`config.mk`:
```
export PLATFORM = sky130hd
export DESIGN_NAME = brs_recirc_select
export DESIGN_NICKNAME = d
export VERILOG_FILES = /design/src/hdl/brs_pkg.sv /design/src/hdl/brs_recirc_select.sv /design/src/hdl/brs_zc_filter.sv
export VERILOG_INCLUDE_DIRS = /design/src /design/src/hdl
export SDC_FILE = /design/constraint.sdc
export NUM_CORES = 1
export LEC_CHECK = 0
export ABC_AREA = 1
export BUFFER_PORTS_ARGS = -buffer_cell sky130_fd_sc_hd__buf_2
export CORE_ASPECT_RATIO = 0.9
export CORE_MARGIN = 3
export CORE_UTILIZATION = 54
export DETAILED_ROUTE_END_ITERATION = 7
export GPL_ROUTABILITY_DRIVEN = 0
export GPL_TIMING_DRIVEN = 0
export PLACE_DENSITY = 0.78
export SLEW_MARGIN = 20
export SYNTH_ARGS = -nofsm -noshare
export SYNTH_HDL_FRONTEND = slang
export SYNTH_SLANG_ARGS = --single-unit
export TNS_END_PERCENT = 1
```
`constraint.sdc`:
```
create_clock -name mclk_i -period 1.5 [get_ports mclk_i]
set_input_delay 0.075 -clock mclk_i [delete_from_list [all_inputs] [get_ports mclk_i]]
set_output_delay 0.075 -clock mclk_i [all_outputs]
set_load 0.01 [all_outputs]
```
`src/hdl/brs_cfg.svh`:
```
`ifndef BRS_CFG_SVH
`define BRS_CFG_SVH

// Recirculation mode field encodings
`define BRS_RM_MIXED      2'h0
`define BRS_RM_HIGH       2'h1
`define BRS_RM_LOW        2'h2
`define BRS_RM_NONSYNC    2'h3
`define BRS_RM_RESET      2'h0

// Clock and zero-crossing filter timing
`define BRS_CLK_PERIOD_NS 4
`define BRS_ZC_FILT_NS    100
`define BRS_ZC_FILT_CYC   ((`BRS_ZC_FILT_NS + `BRS_CLK_PERIOD_NS - 1) / `BRS_CLK_PERIOD_NS)

// Commutation steps and filter counter width
`define BRS_STEP_COUNT    3'h6
`define BRS_FILT_CNT_W    8

`endif

```
`src/hdl/brs_pkg.sv`:
```
package brs_pkg;

	typedef enum logic [1:0] {
		SIDE_LOW,
		SIDE_HIGH,
		SIDE_NONE
	} brs_side_t;

	typedef struct packed {
		logic [2:0] hi;
		logic [2:0] lo;
		logic [2:0] fl;
	} brs_phase_t;

	typedef struct packed {
		logic [2:0] high;
		logic [2:0] low;
	} brs_gate_t;

	typedef struct packed {
		logic       filt;
		logic [7:0] cnt;
	} brs_filt_state_t;

	typedef struct packed {
		logic [1:0] mode;
		logic       zc_seen;
		logic       degauss;
		logic       zc_pulse;
		brs_side_t  side;
		brs_gate_t  gate;
	} brs_state_t;

endpackage

```
`src/hdl/brs_recirc_select.sv`:
```
`timescale 1ns/10ps
`include "brs_cfg.svh"

module brs_recirc_select #(
	parameter int FILT_CYC = `BRS_ZC_FILT_CYC
) (
	input  wire logic       mclk_i,
	input  wire logic       nrst_i,
	input  wire logic [1:0] recirc_path_select_i,
	input  wire logic       degauss_comp_enable_i,
	input  wire logic       commutate_i,
	input  wire logic [2:0] step_i,
	input  wire logic       pwm_on_i,
	input  wire logic       zc_cmp_i,
	input  wire logic       rail_clamp_i,
	output logic [2:0]      gate_high_o,
	output logic [2:0]      gate_low_o,
	output logic            zc_event_o,
	output logic            recirc_high_o,
	output logic            recirc_low_o
);

	////////////////////////////////////////////////////////////////
	// Commutation table and expected bemf direction
	function automatic brs_pkg::brs_phase_t step_phases(input logic [2:0] step);
		brs_pkg::brs_phase_t p;
		p = '0;
		case (step)
			3'h0: p = '{hi: 3'h1, lo: 3'h2, fl: 3'h4};
			3'h1: p = '{hi: 3'h1, lo: 3'h4, fl: 3'h2};
			3'h2: p = '{hi: 3'h2, lo: 3'h4, fl: 3'h1};
			3'h3: p = '{hi: 3'h2, lo: 3'h1, fl: 3'h4};
			3'h4: p = '{hi: 3'h4, lo: 3'h1, fl: 3'h2};
			3'h5: p = '{hi: 3'h4, lo: 3'h2, fl: 3'h1};
			default: p = '0;
		endcase
		return p;
	endfunction

	function automatic logic bemf_rising(input logic [2:0] step);
		return step[0];
	endfunction

	////////////////////////////////////////////////////////////////
	brs_pkg::brs_state_t st;
	brs_pkg::brs_state_t next_st;
	brs_pkg::brs_phase_t ph;
	brs_pkg::brs_side_t  mixed_side;
	logic                rising;
	logic                sample_en;
	logic                filt_level;
	logic                zc_detect;

	assign ph        = step_phases(step_i);
	assign rising    = bemf_rising(step_i);
	assign sample_en = !(degauss_comp_enable_i && st.degauss);

	brs_zc_filter #(
		.FILT_CYC(FILT_CYC)
	) u_filter (
		.mclk_i     (mclk_i),
		.nrst_i     (nrst_i),
		.raw_i      (zc_cmp_i),
		.sample_en_i(sample_en),
		.restart_i  (commutate_i),
		.preset_i   (!rising),
		.filt_o     (filt_level)
	);

	// Rising crossing ends high, falling ends low
	assign zc_detect = !st.zc_seen && !commutate_i && filt_level == rising;

	always_comb begin
		// Stale crossing state must not leak into the new period
		if (rising) begin
			mixed_side = (st.zc_seen && !commutate_i) ? brs_pkg::SIDE_LOW : brs_pkg::SIDE_HIGH;
		end else begin
			mixed_side = (st.zc_seen && !commutate_i) ? brs_pkg::SIDE_HIGH : brs_pkg::SIDE_LOW;
		end
	end

	////////////////////////////////////////////////////////////////
	always_comb begin
		next_st          = st;
		next_st.mode     = recirc_path_select_i;
		next_st.zc_pulse = zc_detect;
		if (commutate_i) begin
			next_st.zc_seen = 1'b0;
			next_st.degauss = 1'b1;
		end else begin
			if (zc_detect) begin
				next_st.zc_seen = 1'b1;
			end
			if (!rail_clamp_i) begin
				next_st.degauss = 1'b0;
			end
		end
		case (st.mode)
			`BRS_RM_LOW:    next_st.side = brs_pkg::SIDE_LOW;
			`BRS_RM_HIGH:   next_st.side = brs_pkg::SIDE_HIGH;
			`BRS_RM_MIXED:  next_st.side = mixed_side;
			`BRS_RM_NONSYNC: next_st.side = brs_pkg::SIDE_NONE;
			default:        next_st.side = brs_pkg::SIDE_NONE;
		endcase
		if (pwm_on_i) begin
			next_st.gate.high = ph.hi;
			next_st.gate.low  = ph.lo;
		end else begin
			case (next_st.side)
				brs_pkg::SIDE_LOW: begin
					next_st.gate.high = 3'h0;
					next_st.gate.low  = ph.hi | ph.lo;
				end
				brs_pkg::SIDE_HIGH: begin
					next_st.gate.high = ph.hi | ph.lo;
					next_st.gate.low  = 3'h0;
				end
				brs_pkg::SIDE_NONE: begin
					next_st.gate = '0;
				end
				default: begin
					next_st.gate = '0;
				end
			endcase
		end
	end

	always_ff @(posedge mclk_i) begin
		if (!nrst_i) begin
			st      <= '0;
			st.mode <= `BRS_RM_RESET;
			st.side <= brs_pkg::SIDE_NONE;
		end else begin
			st <= next_st;
		end
	end

	assign gate_high_o   = st.gate.high;
	assign gate_low_o    = st.gate.low;
	assign zc_event_o    = st.zc_pulse;
	assign recirc_high_o = st.side == brs_pkg::SIDE_HIGH;
	assign recirc_low_o  = st.side == brs_pkg::SIDE_LOW;
endmodule

```
`src/hdl/brs_zc_filter.sv`:
```
`timescale 1ns/10ps
`include "brs_cfg.svh"

module brs_zc_filter #(
	parameter int FILT_CYC = `BRS_ZC_FILT_CYC
) (
	input  wire logic mclk_i,
	input  wire logic nrst_i,
	input  wire logic raw_i,
	input  wire logic sample_en_i,
	input  wire logic restart_i,
	input  wire logic preset_i,
	output logic      filt_o
);

	brs_pkg::brs_filt_state_t st;
	brs_pkg::brs_filt_state_t next_st;

	////////////////////////////////////////////////////////////////
	// Level changes only on a restart preset or after FILT_CYC agreeing samples
	always_comb begin
		next_st = st;
		if (restart_i) begin
			next_st.filt = preset_i;
			next_st.cnt  = '0;
		end else if (sample_en_i) begin
			if (raw_i == st.filt) begin
				next_st.cnt = '0;
			end else if (st.cnt == 8'(FILT_CYC - 1)) begin
				next_st.filt = raw_i;
				next_st.cnt  = '0;
			end else begin
				next_st.cnt = st.cnt + 8'h01;
			end
		end
	end

	always_ff @(posedge mclk_i) begin
		if (!nrst_i) begin
			st <= '0;
		end else begin
			st <= next_st;
		end
	end

	assign filt_o = st.filt;
endmodule

```
==> impl_table.tex <==
\begin{tabular}{lr}
\hline
Metric & Value \\
\hline
\multicolumn{2}{l}{\textbf{Worst hold path}} \\
Destination of the worst hold path & st[9] \\
Hold Path Class & in2reg \\
Launch instance of the worst min-delay path & rail\_clamp\_i \\
WHS Path Cells & 3 \\
\multicolumn{2}{l}{\textbf{Flow run}} \\
Max-cap check violation count & 0 \\
\multicolumn{2}{l}{\textbf{Yosys}} \\
Xor and xnor area share after synthesis & 0.7519\% \\
Most instantiated library cell after synthesis & nand2\_1 \\
Yosys top cell area share & 37.81\% \\
Post-Syn Area per Cell & 6.852 um\^{}2 \\
Number of register bits inferred by synthesis & 22 \\
Top post-synthesis cells by count & nand2\_1, dfxtp\_1, inv\_1 \\
Adder-Cell Fraction of Synth Area & 2.148\% \\
Largest cells by area after synthesis & dfxtp\_1, nand2\_1, inv\_1 \\
Post-synth EDFFs & 0 \\
Synthesized-area fraction occupied by and/or/nand/nor cells & 32.33\% \\
Multiplexer fraction of the synthesized cell area & 0\% \\
Warnings from Yosys & 0 \\
Post-synthesis cell count & 170 \\
Combinational family with the most area after synthesis & simple AND/OR/NAND/NOR gates \\
Share of the synthesized area in compound gates (AO/OA/AOI/OAI) & 14.07\% \\
Number of nets in the synthesized netlist & 184 \\
Post-synth ARST share & 0\% \\
Largest area contributor in the netlist & dfxtp\_1 \\
Commonest register cell after synthesis & dfxtp\_1 \\
Synth cell types & 23 \\
Register area share after synthesis & 37.81\% \\
Syn Std Cell Area & 1165 um\^{}2 \\
\multicolumn{2}{l}{\textbf{Global routing}} \\
Number of antenna violations at the first check in global routing & 0 \\
Via count of the first global-routing pass & 980 \\
Largest net degree at the start of global routing & 14 \\
Total global routing track utilization & 20.13\% \\
Wire length of the first global-routing pass & 4057 um \\
Grt total ovfl & 0 \\
\multicolumn{2}{l}{\textbf{Routing}} \\
Starting DRC count in detailed routing & 27 \\
Iteration count of the initial detailed-routing pass & 4 \\
Routed wire length per instance & 10.88 um \\
DRC viols & 0 \\
Remaining antenna violation count after routing & 0 \\
Vias & 1121 \\
Ratio of routed vias to standard cells & 5.095 \\
Overall routed net length & 2393 um \\
\multicolumn{2}{l}{\textbf{Status}} \\
Status & completed \\
\multicolumn{2}{l}{\textbf{Timing}} \\
Max-slew violation total from the final report & 0 \\
Clock tree skew after final layout & 0.001767 ns \\
Portion of the clock cycle consumed by the worst path in the final layout & 87.13\% \\
Number of endpoints failing setup at the final stage & 0 \\
Setup WS post-layout & 0.1931 ns \\
Post-layout min period & 1.307 ns \\
Peak Freq & 765.2 MHz \\
Final Hold Vio Count & 0 \\
Unrepaired setup endpoints after global routing & no \\
Pin slew with the least headroom to its limit & 0.2359 ns \\
Relative max-transition margin & 84.15\% \\
Aggregate negative setup slack & 0 ns \\
\multicolumn{2}{l}{\textbf{Pwr}} \\
Pwr/cell area & 926.8 nW/um\^{}2 \\
Leakage component of the power & 0.6609 nW \\
Maximum vdd drop & 883.9 uV \\
\multicolumn{2}{l}{\textbf{Floorplan}} \\
Area of the die & 2751 um\^{}2 \\
Core Region & 1971 um\^{}2 \\
Overall die width & 54.96 um \\
Vertical die dimension & 50.06 um \\
Site Rows & 15 \\
Number of primary I/O pins & 21 \\
Starting utilization of the core area & 59.11\% \\
\multicolumn{2}{l}{\textbf{Clock tree}} \\
Insertion delay to the later sink of the worst-skew pair & 0.31 ns \\
Clock buffer count from CTS & 3 \\
Clock transition time at the flip-flop clock pins of the worst setup and hold paths & 0.12 ns \\
Clock root buffer master & clkbuf\_4 \\
Clock Sinks & 22 \\
H-tree levels & 1 \\
Number of resized instances in the post-cts repair step & 0 \\
CTS tree & yes \\
CTS max path bufs & 2 \\
\multicolumn{2}{l}{\textbf{Setup path}} \\
Reg-to-Reg End & u\_filter.st[7] \\
Crit Path Category & reg2reg \\
Worst Setup Start Kind & flop \\
Kind of capture point of the worst setup path & flop \\
Crit path max fanout & 8 \\
Slack of the worst reg-to-reg path & 0.19 ns \\
Arrival time worst endpoint & 1.55 ns \\
Launching point of the worst reg2reg path & u\_filter.st[0] \\
Data required, critical path & 1.75 ns \\
Cell count of the worst reg-to-reg path & 7 \\
\multicolumn{2}{l}{\textbf{Finish}} \\
Share of post-route cells with drive strength above 1 & 25.64\% \\
Diode insertion count for antenna repair & 0 \\
NumNets Final & 210 \\
Area growth from synthesis to layout & 17.08\% \\
Count of non-filler cells in the finished layout & 220 \\
Final-layout fill cell count & 182 \\
\multicolumn{2}{l}{\textbf{Place}} \\
Total half-perimeter wirelength after legalization and detailed placement & 1806 um \\
Number of cells after detailed placement & 214 \\
Buffers added on ports & 19 \\
Worst Setup Slack post-DPL & 0.2308 ns \\
\hline
\end{tabular}
sequential cells by signal, summed over array words and instances (netlist names):
| register | flops |
|---|---|
| u_filter.st | 8 |
| st | 6 |
| gate_high_o | 3 |
| gate_low_o | 3 |
| u_filter.filt_o | 1 |
| zc_event_o | 1 |
critical path, stage by stage, from the launching register on:
cell     delay (ns)
dfxtp_1        0.40
inv_1          0.07
ha_1           0.21
nand2_1        0.08
nor2_2         0.06
nor2_4         0.19
nand2_1        0.09
a21oi_2        0.14
routing by layer:
layer  track usage [%]  up-vias  part of all wire [%]
met5                 0        -                     0
li1                  -      579                     -
met2             31.10       40                    46
met4             6.073        0                   1.4
met3             6.647        4                   7.6
met1             26.06      498                    45
power by group:
group          switching (W)  total [W]  internal, W
registers          0.0000137   0.000624     0.000611
clock network       0.000178   0.000448     0.000270
logic               0.000112   0.000191    0.0000790
timing repair:
action	in CTS	in global routing
buffers inserted	0	0
hold buffers	2	0
endpoints found under the setup margin	0	0
endpoints found under the hold margin	2	0
cell usage in the layout (no fill, tap or decap), types with 5 or more instances in the layout:
cell,count
nand2_1,47
dfxtp_1,22
buf_2,20
inv_1,19
nor2_1,13
a21oi_1,12
nand3_1,9
buf_4,7
o21ai_0,6
a21oi_2,5
area by class of cell:
cell class	count	area, um^2	area share (%)
Inverter	24	92.59	6.789
Clock buffer	3	22.52	1.651
Tap cell	25	31.28	2.294
Sequential cell	22	440.4	32.29
Buffer	8	57.56	4.220
Clock inverter	1	30.03	2.202
Timing Repair Buffer	21	115.1	8.440
Multi-Input combinational cell	116	574.3	42.11
worst max-delay path by stage:
stage	start	endpoint	slack (ns)	cells after the start
after global placement	u_filter.st[0]	u_filter.st[6]	0.30	7
final	u_filter.st[0]	u_filter.st[7]	0.19	7
after global routing	u_filter.st[0]	u_filter.st[7]	0.09	7
after detailed placement	u_filter.st[0]	u_filter.st[7]	0.23	7
after CTS	u_filter.st[0]	u_filter.st[7]	0.20	7
after floorplan	u_filter.st[0]	u_filter.st[6]	0.39	6
cell families (layout without fill, tap and decap cells):
group	count (synthesis)	in the layout
fa+ha+maj	2	2
compound gates	28	28
buf+inv	32	57
flops	22	22
simple gates	85	85
xor+xnor	1	1
per-stage QoR:
step / utilization (%) / total power [W] / cell area [um^2] / hold slack (ns)
finish: 69.21 / 0.001264 / 1364 / 0.01023
global route: 69.21 / 0.001328 / 1364 / 0.02538
CTS: 69.21 / 0.001273 / 1364 / 0.008028
detailed placement: 65.52 / 0.0008234 / 1291 / 0.2729
global placement: 65.52 / 0.0008142 / 1291 / 0.2537
floorplan: - / 0.0007603 / 1165 / 0.1726
(Power assumes the default switching activity.)
